===== config.mk =====
export PLATFORM = sky130hd
export DESIGN_NAME = usm_master
export DESIGN_NICKNAME = d
export VERILOG_FILES = /design/src/rtl/usm_pkg.sv /design/src/rtl/usm_baud.sv /design/src/rtl/usm_master.sv /design/src/rtl/usm_rx_mem.sv
export SDC_FILE = /design/constraint.sdc
export NUM_CORES = 1
export LEC_CHECK = 0
export ABC_AREA = 1
export BUFFER_PORTS_ARGS = -buffer_cell sky130_fd_sc_hd__buf_2
export CAP_MARGIN = 20
export CORE_ASPECT_RATIO = 0.8
export CORE_UTILIZATION = 61
export DETAILED_ROUTE_END_ITERATION = 8
export PLACE_DENSITY = 0.85
export SYNTH_ARGS = -nofsm -noshare
export SYNTH_HDL_FRONTEND = slang
export SYNTH_SLANG_ARGS = --single-unit

===== constraint.sdc =====
create_clock -name clk_sys_in -period 5.1 [get_ports clk_sys_in]
set_input_delay 0.255 -clock clk_sys_in [delete_from_list [all_inputs] [get_ports clk_sys_in]]
set_output_delay 0.255 -clock clk_sys_in [all_outputs]
set_load 0.01 [all_outputs]

===== src/rtl/usm_pkg.sv =====
// usm_pkg: constants, types and register map of the usart master spi block
// assumes one 200 MHz system clock and an avalon-mm register slave
package usm_pkg;
    // ----------------------------------------------------------------
    // register map (byte addresses)
    // ----------------------------------------------------------------
    localparam logic [7:0] ADDR_DATA = 8'h00;
    localparam logic [7:0] ADDR_STATUS = 8'h04;
    localparam logic [7:0] ADDR_ENABLE = 8'h08;
    localparam logic [7:0] ADDR_MODE = 8'h94;
    localparam logic [7:0] ADDR_BAUD = 8'h0c;
    localparam logic [7:0] ADDR_IRQ = 8'h10;
    // ----------------------------------------------------------------
    // field positions
    // ----------------------------------------------------------------
    localparam int BIT_RXC = 7;
    localparam int BIT_TXC = 6;
    localparam int BIT_UDRE = 5;
    localparam int BIT_RXEN = 4;
    localparam int BIT_TXEN = 3;
    localparam int BIT_ORDER = 2;
    localparam int BIT_PHASE = 1;
    localparam int BIT_POL = 0;
    localparam logic [1:0] MODE_MSPI = 2'h3;
    localparam logic [7:0] STATUS_RESET = 8'h20;
    localparam logic [7:0] ENABLE_RESET = 8'h00;
    localparam logic [7:0] MODE_RESET = 8'h00;
    localparam logic [7:0] ENABLE_MASK = 8'hf8;
    localparam logic [7:0] MODE_MASK = 8'hc7;
    localparam logic [11:0] BAUD_RESET = 12'h000;
    localparam int FRAME_BITS = 8;
    localparam int RX_DEPTH = 2;
    typedef struct packed {
        logic [1:0] mode_select;
        logic bit_order;
        logic clock_phase;
        logic clock_polarity;
    } usm_cfg_s;
endpackage : usm_pkg


===== src/rtl/usm_baud.sv =====
// usm_baud: half-bit tick generator from the baud divider
// assumes divider value n gives one tick every n+1 system clocks
`timescale 1ns/1ps
`default_nettype none
module usm_baud
    import usm_pkg::*;
#(
    parameter int WIDTH = 12
) (
    input wire logic clk_sys_in,
    input wire logic rst_n_in,
    input wire logic run_in,
    input wire logic [WIDTH-1:0] divider_in,
    output logic tick_out
);
    logic [WIDTH-1:0] cnt_q;
    // speed set only by the divider
    always_ff @(posedge clk_sys_in or negedge rst_n_in) begin
        if (!rst_n_in) begin
            cnt_q <= '0;
            tick_out <= 1'b0;
        end else if (!run_in) begin
            cnt_q <= '0;
            tick_out <= 1'b0;
        end else if (cnt_q >= divider_in) begin
            cnt_q <= '0;
            tick_out <= 1'b1;
        end else begin
            cnt_q <= cnt_q + 1'b1;
            tick_out <= 1'b0;
        end
    end
endmodule // usm_baud
`default_nettype wire


===== src/rtl/usm_master.sv =====
// usm_master: usart in master spi mode with avalon-mm register slave
// assumes avalon master honours waitrequest; one clock domain
// Operation
// - standard spi master timing, cpol/cpha/order
// - transmit buffer plus shift register
// - two receive buffer levels beyond shift register
// - no collision flag, no double speed
// - mosi, miso, clock pins; no select
// - receive complete while unread data
// - transmit complete after idle; write-one clears
// - buffer empty flag, set at reset
// - interrupt needs enable, global, flag
// - receiver enable; clearing flushes buffer
// - transmitter disable waits until empty
// - mode bits 11 select master spi
// - order bit one sends lsb first
// - phase picks leading or trailing sample
// - polarity sets idle clock level
// - format bits taken with mode write
// - data register write starts transfer
// - overflow drops newest byte
// - error flags read zero
// - modes 0..3 from polarity and phase
`timescale 1ns/1ps
`default_nettype none
module usm_master
    import usm_pkg::*;
#(
    parameter int BAUD_WIDTH = 12
) (
    input wire logic clk_sys_in,
    input wire logic rst_n_in,
    input wire logic [7:0] avs_address_in,
    input wire logic avs_read_in,
    input wire logic avs_write_in,
    input wire logic [31:0] avs_writedata_in,
    input wire logic [3:0] avs_byteenable_in,
    output logic [31:0] avs_readdata_out,
    output logic avs_waitrequest_out,
    input wire logic global_irq_enable_in,
    input wire logic irq_ack_txc_in,
    input wire logic serial_in_pin_in,
    output logic serial_out_pin_out,
    output logic serial_out_pin_oe_out,
    output logic transfer_clock_pin_out,
    output logic transfer_clock_pin_oe_out,
    output logic irq_rxc_out,
    output logic irq_txc_out,
    output logic irq_udre_out
);
    // ----------------------------------------------------------------
    // registers and state
    // ----------------------------------------------------------------
    typedef enum logic [1:0] {USM_IDLE, USM_LEAD, USM_TRAIL} usm_state_e;
    usm_state_e state_q;
    usm_cfg_s cfg_q;
    logic [7:0] enable_q;
    logic [BAUD_WIDTH-1:0] baud_q;
    logic txc_q;
    logic [7:0] txbuf_q;
    logic txbuf_full_q;
    logic [7:0] shift_q;
    logic [3:0] bitcnt_q;
    logic sck_q;
    logic mosi_q;
    logic tx_own_q;
    logic rx_bit_q;
    logic ack_q;
    logic [7:0] rdata_q;
    logic tick;
    logic mspi_on;
    logic wr_acc;
    logic rd_acc;
    logic wr_data;
    logic rd_data;
    logic load;
    logic frame_done;
    logic rx_push;
    logic [7:0] rx_word;
    logic [7:0] rx_q;
    logic rx_empty;
    logic rx_full;
    logic [7:0] status_view;
    logic pol_next;
    function automatic logic [7:0] bitrev(input logic [7:0] v);
        logic [7:0] r;
        r = '0;
        for (int i = 0; i < FRAME_BITS; i++) begin
            r[i] = v[FRAME_BITS-1-i];
        end
        return r;
    endfunction
    function automatic logic is_addr(input logic [7:0] a, input logic [7:0] b);
        return a == b;
    endfunction
    // ----------------------------------------------------------------
    // avalon slave: one wait cycle per access
    // ----------------------------------------------------------------
    assign mspi_on = (cfg_q.mode_select == MODE_MSPI);
    assign avs_waitrequest_out = (avs_read_in || avs_write_in) && !ack_q;
    assign wr_acc = avs_write_in && ack_q && avs_byteenable_in[0];
    assign rd_acc = avs_read_in && ack_q;
    assign wr_data = wr_acc && is_addr(avs_address_in, ADDR_DATA);
    assign rd_data = rd_acc && is_addr(avs_address_in, ADDR_DATA);
    always_ff @(posedge clk_sys_in or negedge rst_n_in) begin
        if (!rst_n_in) begin
            ack_q <= 1'b0;
        end else begin
            ack_q <= (avs_read_in || avs_write_in) && !ack_q;
        end
    end
    // frame error, overrun and parity read zero
    assign status_view = {!rx_empty, txc_q, !txbuf_full_q, 5'h00};
    always_comb begin
        rdata_q = 8'h00;
        case (avs_address_in)
            ADDR_DATA: rdata_q = rx_q;
            ADDR_STATUS: rdata_q = status_view;
            ADDR_ENABLE: rdata_q = enable_q;
            ADDR_MODE: rdata_q = {cfg_q.mode_select, 3'h0, cfg_q.bit_order,
                                  cfg_q.clock_phase, cfg_q.clock_polarity};
            ADDR_BAUD: rdata_q = baud_q[7:0];
            ADDR_IRQ: rdata_q = {irq_rxc_out, irq_txc_out, irq_udre_out, 5'h00};
            default: rdata_q = 8'h00;
        endcase
    end
    always_ff @(posedge clk_sys_in or negedge rst_n_in) begin
        if (!rst_n_in) begin
            avs_readdata_out <= 32'h0000_0000;
        end else if (avs_read_in && !ack_q) begin
            avs_readdata_out <= (avs_address_in == ADDR_BAUD) ?
                32'(baud_q) : {24'h000000, rdata_q};
        end
    end
    // ----------------------------------------------------------------
    // control registers
    // ----------------------------------------------------------------
    always_ff @(posedge clk_sys_in or negedge rst_n_in) begin
        if (!rst_n_in) begin
            cfg_q <= usm_cfg_s'(5'h00);
        end else if (wr_acc && is_addr(avs_address_in, ADDR_MODE)) begin
            // all format bits land in the same write as mode
            cfg_q.mode_select <= avs_writedata_in[7:6];
            cfg_q.bit_order <= avs_writedata_in[BIT_ORDER];
            cfg_q.clock_phase <= avs_writedata_in[BIT_PHASE];
            cfg_q.clock_polarity <= avs_writedata_in[BIT_POL];
        end
    end
    always_ff @(posedge clk_sys_in or negedge rst_n_in) begin
        if (!rst_n_in) begin
            enable_q <= ENABLE_RESET;
        end else if (wr_acc && is_addr(avs_address_in, ADDR_ENABLE)) begin
            enable_q <= avs_writedata_in[7:0] & ENABLE_MASK;
        end
    end
    always_ff @(posedge clk_sys_in or negedge rst_n_in) begin
        if (!rst_n_in) begin
            baud_q <= BAUD_RESET;
        end else if (wr_acc && is_addr(avs_address_in, ADDR_BAUD)) begin
            baud_q <= avs_writedata_in[BAUD_WIDTH-1:0];
        end
    end
    // ----------------------------------------------------------------
    // transmit buffer
    // ----------------------------------------------------------------
    assign load = (state_q == USM_IDLE) && txbuf_full_q && tx_own_q;
    // idle clock level follows a polarity write on the same edge
    assign pol_next = (wr_acc && is_addr(avs_address_in, ADDR_MODE)) ?
                      avs_writedata_in[BIT_POL] : cfg_q.clock_polarity;
    always_ff @(posedge clk_sys_in or negedge rst_n_in) begin
        if (!rst_n_in) begin
            txbuf_q <= 8'h00;
            txbuf_full_q <= 1'b0;
        end else if (wr_data && !txbuf_full_q && enable_q[BIT_TXEN] && mspi_on) begin
            txbuf_q <= avs_writedata_in[7:0];
            txbuf_full_q <= 1'b1;
        end else if (load) begin
            txbuf_full_q <= 1'b0;
        end
    end
    // pin stays owned until both stages drain
    always_ff @(posedge clk_sys_in or negedge rst_n_in) begin
        if (!rst_n_in) begin
            tx_own_q <= 1'b0;
        end else if (enable_q[BIT_TXEN] && mspi_on) begin
            tx_own_q <= 1'b1;
        end else if (state_q == USM_IDLE && !txbuf_full_q) begin
            tx_own_q <= 1'b0;
        end
    end
    // ----------------------------------------------------------------
    // shift engine
    // ----------------------------------------------------------------
    usm_baud #(.WIDTH(BAUD_WIDTH)) u_baud (
        .clk_sys_in(clk_sys_in),
        .rst_n_in(rst_n_in),
        .run_in(state_q != USM_IDLE),
        .divider_in(baud_q),
        .tick_out(tick)
    );
    assign frame_done = tick && (state_q == USM_TRAIL) &&
                        (bitcnt_q == 4'(FRAME_BITS - 1));
    always_ff @(posedge clk_sys_in or negedge rst_n_in) begin
        if (!rst_n_in) begin
            state_q <= USM_IDLE;
            shift_q <= 8'h00;
            bitcnt_q <= 4'h0;
            sck_q <= 1'b0;
            mosi_q <= 1'b1;
            rx_bit_q <= 1'b0;
        end else begin
            case (state_q)
                USM_IDLE: begin
                    sck_q <= pol_next;
                    if (load) begin
                        // lsb first is a bit reverse of the msb-first shifter
                        shift_q <= cfg_q.bit_order ? bitrev(txbuf_q) : txbuf_q;
                        bitcnt_q <= 4'h0;
                        state_q <= USM_LEAD;
                        if (!cfg_q.clock_phase) begin
                            mosi_q <= cfg_q.bit_order ? txbuf_q[0] : txbuf_q[7];
                        end
                    end
                end
                USM_LEAD: if (tick) begin
                    sck_q <= !cfg_q.clock_polarity;
                    if (cfg_q.clock_phase) begin
                        mosi_q <= shift_q[7];
                    end else begin
                        rx_bit_q <= serial_in_pin_in;
                    end
                    state_q <= USM_TRAIL;
                end
                USM_TRAIL: if (tick) begin
                    sck_q <= cfg_q.clock_polarity;
                    if (cfg_q.clock_phase) begin
                        shift_q <= {shift_q[6:0], serial_in_pin_in};
                    end else begin
                        shift_q <= {shift_q[6:0], rx_bit_q};
                        mosi_q <= shift_q[6];
                    end
                    bitcnt_q <= bitcnt_q + 4'h1;
                    state_q <= frame_done ? USM_IDLE : USM_LEAD;
                end
                default: state_q <= USM_IDLE;
            endcase
        end
    end
    // ----------------------------------------------------------------
    // receive path
    // ----------------------------------------------------------------
    assign rx_push = frame_done && enable_q[BIT_RXEN];
    assign rx_word = cfg_q.clock_phase ? {shift_q[6:0], serial_in_pin_in}
                                       : {shift_q[6:0], rx_bit_q};
    usm_rx_mem #(.DEPTH(RX_DEPTH)) u_rx (
        .clk_sys_in(clk_sys_in),
        .rst_n_in(rst_n_in),
        .flush_in(!enable_q[BIT_RXEN]),
        .wr_in(rx_push),
        .wdata_in(cfg_q.bit_order ? bitrev(rx_word) : rx_word),
        .rd_in(rd_data),
        .rdata_out(rx_q),
        .empty_out(rx_empty),
        .full_out(rx_full)
    );
    // ----------------------------------------------------------------
    // transmit complete flag: set wins over clear
    // ----------------------------------------------------------------
    always_ff @(posedge clk_sys_in or negedge rst_n_in) begin
        if (!rst_n_in) begin
            txc_q <= 1'b0;
        end else if (frame_done && !txbuf_full_q) begin
            txc_q <= 1'b1;
        end else if (irq_ack_txc_in || (wr_acc && is_addr(avs_address_in, ADDR_STATUS)
                     && avs_writedata_in[BIT_TXC])) begin
            txc_q <= 1'b0;
        end
    end
    // ----------------------------------------------------------------
    // pins and interrupt requests
    // ----------------------------------------------------------------
    assign serial_out_pin_out = mosi_q;
    assign serial_out_pin_oe_out = tx_own_q;
    assign transfer_clock_pin_out = tx_own_q ? sck_q : cfg_q.clock_polarity;
    assign transfer_clock_pin_oe_out = tx_own_q;
    assign irq_rxc_out = enable_q[BIT_RXC] && global_irq_enable_in && !rx_empty;
    assign irq_txc_out = enable_q[BIT_TXC] && global_irq_enable_in && txc_q;
    assign irq_udre_out = enable_q[BIT_UDRE] && global_irq_enable_in && !txbuf_full_q;
    // ----------------------------------------------------------------
    // checks
    // ----------------------------------------------------------------
    AST_RXC_FLUSH: assert property (@(posedge clk_sys_in) disable iff (!rst_n_in)
        !enable_q[BIT_RXEN] |=> rx_empty)
        else $error("rx not flushed");
    AST_UDRE_AFTER_WRITE: assert property (@(posedge clk_sys_in) disable iff (!rst_n_in)
        (wr_data && enable_q[BIT_TXEN] && mspi_on && !txbuf_full_q) |=> !status_view[BIT_UDRE])
        else $error("buffer empty stayed set");
    AST_IRQ_GATE: assert property (@(posedge clk_sys_in) disable iff (!rst_n_in)
        irq_txc_out |-> (txc_q && global_irq_enable_in && enable_q[BIT_TXC]))
        else $error("txc irq without cause");
    AST_TXC_SET: assert property (@(posedge clk_sys_in) disable iff (!rst_n_in)
        (frame_done && !txbuf_full_q) |=> txc_q)
        else $error("txc not set");
    AST_PIN_HELD: assert property (@(posedge clk_sys_in) disable iff (!rst_n_in)
        (state_q != USM_IDLE) |-> serial_out_pin_oe_out)
        else $error("pin released busy");
    AST_SCK_IDLE: assert property (@(posedge clk_sys_in) disable iff (!rst_n_in)
        (state_q == USM_IDLE && $past(state_q) == USM_IDLE)
        |-> transfer_clock_pin_out == cfg_q.clock_polarity) else $error("bad idle clock");
    AST_LOAD_START: assert property (@(posedge clk_sys_in) disable iff (!rst_n_in)
        load |=> (state_q == USM_LEAD && bitcnt_q == 4'h0))
        else $error("no start");
    AST_ERR_ZERO: assert property (@(posedge clk_sys_in) disable iff (!rst_n_in)
        status_view[4:0] == 5'h00)
        else $error("error flags set");
    AST_OVERFLOW_KEEP: assert property (@(posedge clk_sys_in) disable iff (!rst_n_in)
        (rx_full && rx_push && !rd_data && enable_q[BIT_RXEN]) |=> $stable(rx_q))
        else $error("old data lost");
    AST_SCK_TOGGLE: assert property (@(posedge clk_sys_in) disable iff (!rst_n_in)
        (state_q != USM_IDLE && tick) |=> !$stable(transfer_clock_pin_out))
        else $error("sck did not toggle");
    AST_LEAD_SAMPLE: assert property (@(posedge clk_sys_in) disable iff (!rst_n_in)
        (state_q == USM_LEAD && tick && !cfg_q.clock_phase) |=> rx_bit_q == $past(serial_in_pin_in))
        else $error("leading sample missed");
    AST_TRAIL_SAMPLE: assert property (@(posedge clk_sys_in) disable iff (!rst_n_in)
        (state_q == USM_TRAIL && tick && cfg_q.clock_phase) |=> shift_q[0] == $past(serial_in_pin_in))
        else $error("trailing sample missed");
    AST_LEAD_SETUP: assert property (@(posedge clk_sys_in) disable iff (!rst_n_in)
        (state_q == USM_LEAD && tick && cfg_q.clock_phase) |=> serial_out_pin_out == $past(shift_q[7]))
        else $error("leading setup missed");
    AST_FIRST_BIT: assert property (@(posedge clk_sys_in) disable iff (!rst_n_in)
        (load && !cfg_q.clock_phase && cfg_q.bit_order) |=> serial_out_pin_out == $past(txbuf_q[0]))
        else $error("lsb not first");
    AST_BIT_STEP: assert property (@(posedge clk_sys_in) disable iff (!rst_n_in)
        (state_q == USM_TRAIL && tick) |=> bitcnt_q == $past(bitcnt_q) + 4'h1)
        else $error("bit count skipped");
    AST_FRAME_END: assert property (@(posedge clk_sys_in) disable iff (!rst_n_in)
        frame_done |=> (state_q == USM_IDLE && bitcnt_q == 4'(FRAME_BITS)))
        else $error("frame not eight bits");
    AST_TXBUF_HOLD: assert property (@(posedge clk_sys_in) disable iff (!rst_n_in)
        (txbuf_full_q && !load) |=> txbuf_full_q)
        else $error("queued byte lost");
    AST_TX_KEEP: assert property (@(posedge clk_sys_in) disable iff (!rst_n_in)
        (tx_own_q && (txbuf_full_q || state_q != USM_IDLE)) |=> serial_out_pin_oe_out)
        else $error("pin released with data");
    AST_TXC_CLEAR: assert property (@(posedge clk_sys_in) disable iff (!rst_n_in)
        (irq_ack_txc_in && !frame_done) |=> !txc_q)
        else $error("txc not cleared");
endmodule // usm_master
`default_nettype wire


===== src/rtl/usm_rx_mem.sv =====
// usm_rx_mem: small receive buffer, registered read data
// drops a write when full and a read when empty, so neither caller needs to check
`timescale 1ns/1ps
`default_nettype none
module usm_rx_mem
    import usm_pkg::*;
#(
    parameter int DEPTH = RX_DEPTH
) (
    input wire logic clk_sys_in,
    input wire logic rst_n_in,
    input wire logic flush_in,
    input wire logic wr_in,
    input wire logic [7:0] wdata_in,
    input wire logic rd_in,
    output logic [7:0] rdata_out,
    output logic empty_out,
    output logic full_out
);
    logic [7:0] mem_q [DEPTH];
    logic [$clog2(DEPTH):0] cnt_q;
    logic [$clog2(DEPTH)-1:0] wp_q;
    logic [$clog2(DEPTH)-1:0] rp_q;
    logic do_wr;
    logic do_rd;
    assign empty_out = (cnt_q == '0);
    assign full_out = (cnt_q == ($clog2(DEPTH)+1)'(DEPTH));
    // overflow drops the newest byte
    assign do_wr = wr_in && !full_out;
    assign do_rd = rd_in && !empty_out;
    always_ff @(posedge clk_sys_in or negedge rst_n_in) begin
        if (!rst_n_in) begin
            cnt_q <= '0;
            wp_q <= '0;
            rp_q <= '0;
        end else if (flush_in) begin
            cnt_q <= '0;
            wp_q <= '0;
            rp_q <= '0;
        end else begin
            if (do_wr) begin
                wp_q <= (wp_q == ($clog2(DEPTH))'(DEPTH-1)) ? '0 : wp_q + 1'b1;
            end
            if (do_rd) begin
                rp_q <= (rp_q == ($clog2(DEPTH))'(DEPTH-1)) ? '0 : rp_q + 1'b1;
            end
            cnt_q <= cnt_q + (do_wr ? 1'b1 : 1'b0) - (do_rd ? 1'b1 : 1'b0);
        end
    end
    always_ff @(posedge clk_sys_in) begin
        if (do_wr) begin
            mem_q[wp_q] <= wdata_in;
        end
    end
    always_ff @(posedge clk_sys_in or negedge rst_n_in) begin
        if (!rst_n_in) begin
            rdata_out <= 8'h00;
        end else begin
            rdata_out <= empty_out ? 8'h00 : mem_q[rp_q];
        end
    end
endmodule // usm_rx_mem
`default_nettype wire


==> results.cfg <==
[power]
cellLeakagePower_nw = 2.93
finalPower_mw = 2.11
irDropWorstVdd_v = 0.000293
p_per_area_nw_per_um2 = 346

[setup_path]
criticalPathCategory = reg -> reg
cp_common_cell = inv_2
timing.critical_path.cells = inv_1, ha_1, nand2_1, inv_2, nand4_1, nor2_2, inv_2, nor2_1
slowest_delay_ns = 0.55
startpoint_types = register
timing.critical_path.arrival_ns = 2.55
setup.worst_path.end_class = register
required_ns = 5.09
timing.critical_path.max_delay_family = simple AND/OR/NAND/NOR gates
crit_buf_inv = 3
worst-path-stages = 8
maximum_fanout_encountered_on_the_critical_timing_path = 8
crit_slowest_cell = nor2_1
worst_r2r_path_depth = 8

[status]
outcome = finished clean

[clock_tree]
ctsLongestPathBuffers = 2
worstSkewPairLatency_ns = 0.36
cts_tree = yes
cts.sinks = 104
worst_setup_hold_path_clk_slew_ns = 0.07
clockRootBuffer = clkbuf_16
h_tree_level_count = 3
cts_made_buffers = 9
resized_cells_post_cts = 0

[logic_synthesis]
syn_avg_cell_area_um2 = 8.85
synth_most_common_cell = nand2_1
yosys.area.top_type_share_pct = 39.3
post_synth_inst_count = 626
synth_sequential_area_ratio_pct = 48.4
netlist_top_cells_area = dfrtp_1, nand2_1, edfxtp_1
synth-warning-count = 0
synthArstFlopShare_pct = 84.6
synth_ff_type = dfrtp_1
synth-edff-count = 16
synth_top_area_cell = dfrtp_1
synth.cell_area_um2 = 5540
netlist_top_cells_count = nand2_1, dfrtp_1, inv_1
yosys.cell_types.count = 47
synth.ff_latch_count = 104

[layout]
layout-area-overhead-vs-synth_pct = 9.95
final_standard_cell_area_without_fillers_um2 = 6090
num_antenna_cells = 0
nNetsFinal = 744
layoutNonFillerInstCount = 789
num-fill-cells = 634
drive_gt1_share_pct = 19.2

[timing]
period_needed_ns = 2.56
worst_slew_pin_slew_ns = 0.717
min_period_over_period_pct = 50.3
totalNegativeSetupSlack_ns = 0
finalSetupViolations = 0
holdWs_ns = 0.138
maxSlewViolCount = 0
fin_skew_ns = 0.0111
timing.slew.headroom_pct = 52.0
unrepaired_setup_endpoints_after_global_routing = no
timing.fmax_ghz = 0.390
report.final.hold_viol_count = 0

[placed_design]
routabilityCongestion = 0.936
dpl.hpwl_um = 8780
place_inst = 771
io_buffers = 47
place_area_um2 = 5750

[drt]
num_vias = 4516
drt_iter0_drc = 310
drt_wl_total_um = 12400
per_cell_via_count_in_the_routed_design = 5.72
first_pass_iters = 5
route.detailed.wl_per_inst_um = 15.7
drc_errors = 0
ant_nets = 0

[global_route]
grt_first_pass_wirelength_um = 20500
largest_net_degree_at_the_start_of_global_routing = 89
grt_pass1_vias = 4251
grt.overflow.total = 0
grt_util_all_layers_pct = 29.0
grt_antenna_before_repair = 0

[floorplanning]
io_pins = 91
core_footprint_um2 = 8630
die_y_um = 87.3
row_count = 30
dieArea_um2 = 9470
die_x_um = 109
floorplan.initialDensity_pct = 64.2

[flow_run]
timing.max_cap.violations = 0

[worst_hold_path]
hold_path_class = in -> reg
worst_hold_path.num_cells = 3
-- sequential cells by signal, indices dropped and copies added, names as in the netlist, 2 cells and up --
register / flops
cfg_q: 5
state_q: 2
u_rx.cnt_q: 2
txbuf_q: 8
bitcnt_q: 4
u_baud.cnt_q: 12
shift_q: 8
u_rx.rdata_out: 8
enable_q: 5
baud_q: 12
avs_readdata_out: 12
u_rx.mem_q: 16
-- metal layers --
layer / part of all wire, % / vias up / routed length, um / global-route usage [%]
li1: - / 2124 / - / -
met1: 43 / 2193 / 5360 / 38.2
met2: 48 / 169 / 5970 / 47.8
met3: 6.1 / 30 / 752 / 5.68
met4: 2.4 / 0 / 299 / 11.2
met5: 0 / - / 0 / 0
-- cell type report --
type	instances	area [um^2]	area share (%)
tap	112	140	2.30
clock inverter	7	78.8	1.29
timing repair buffer	49	275	4.52
inverter	79	299	4.91
sequential	104	2680	44.0
clock buffer	9	225	3.70
multi-input combinational	429	2390	39.3
-- cells in the final DEF, fill, tap and decap left out, types with 3 or more instances in the layout --
master	instances
nor2_2	6
nand4_1	5
a21oi_1	34
nand2_2	5
buf_2	46
conb_1	20
nand3_2	4
nand3_1	37
edfxtp_1	16
o31ai_1	6
a31oi_1	5
nand2_1	129
o21ai_2	15
inv_1	68
nand3b_1	3
o21ai_1	18
clkbuf_16	9
dfrtp_1	87
ha_1	21
inv_2	9
nor2_1	45
o211ai_1	14
a21oi_2	4
nor2_4	5
or2_2	6
o21ai_0	25
-- logic make-up after synthesis --
| family | synth area share (%) |
|---|---|
| other | 0.0677 |
| buffers and inverters | 9.71 |
| muxes | 0.181 |
| DFF | 48.4 |
| adders and majority gates | 4.74 |
| AOI/OAI and AO/OA | 14.4 |
| and+or+nand+nor | 22.0 |
| xor gates and xnor gates | 0.474 |
-- path summary, 6_finish.rpt --
kind | start | end | slack (ns)
setup / recovery | state_q[0]$_DFFE_PN0P_ | u_rx.mem_q[0][2]$_DFFE_PP_ | 2.54
hold / removal | avs_writedata_in[10] | baud_q[10]$_DFFE_PN0P_ | 0.14
setup reg to reg | state_q[0]$_DFFE_PN0P_ | u_rx.mem_q[0][2]$_DFFE_PP_ | 2.54
hold reg to reg | serial_out_pin_out$_DFFE_PN1P_ | serial_out_pin_out$_DFFE_PN1P_ | 0.48
max in group asynchronous | rst_n_in | serial_out_pin_out$_DFFE_PN1P_ | 4.11
min in group asynchronous | rst_n_in | enable_q[4]$_DFFE_PN0P_ | 0.30
-- worst register-to-register path, stage by stage, from the launching register on --
cell and delay (ns):
dfrtp_1 0.42, inv_1 0.13, ha_1 0.29, nand2_1 0.10, inv_2 0.11, nand4_1 0.30
nor2_2 0.23, inv_2 0.07, nor2_1 0.55
-- power breakdown --
part | internal, mW | leakage (nW) | switching [mW]
clock network | 0.386 | 0.144 | 0.321
registers | 0.910 | 1.31 | 0.0468
logic | 0.142 | 1.48 | 0.303
total | 1.44 | 2.93 | 0.670
-- timing repair --
item,4_1_cts,5_1_grt
hold buffers,0,1
setup endpoints to repair,0,0
hold endpoints to repair,0,16
buffers inserted,0,0
-- stage by stage --
stage	setup WS (ns)	utilization (%)
global route	2.39	70.6
global placement	2.71	66.6
CTS	2.53	70.2
detailed placement	2.57	66.6
finish	2.54	70.6
floorplan	3.14	-
Note: power is estimated with default switching activity, not from simulation.
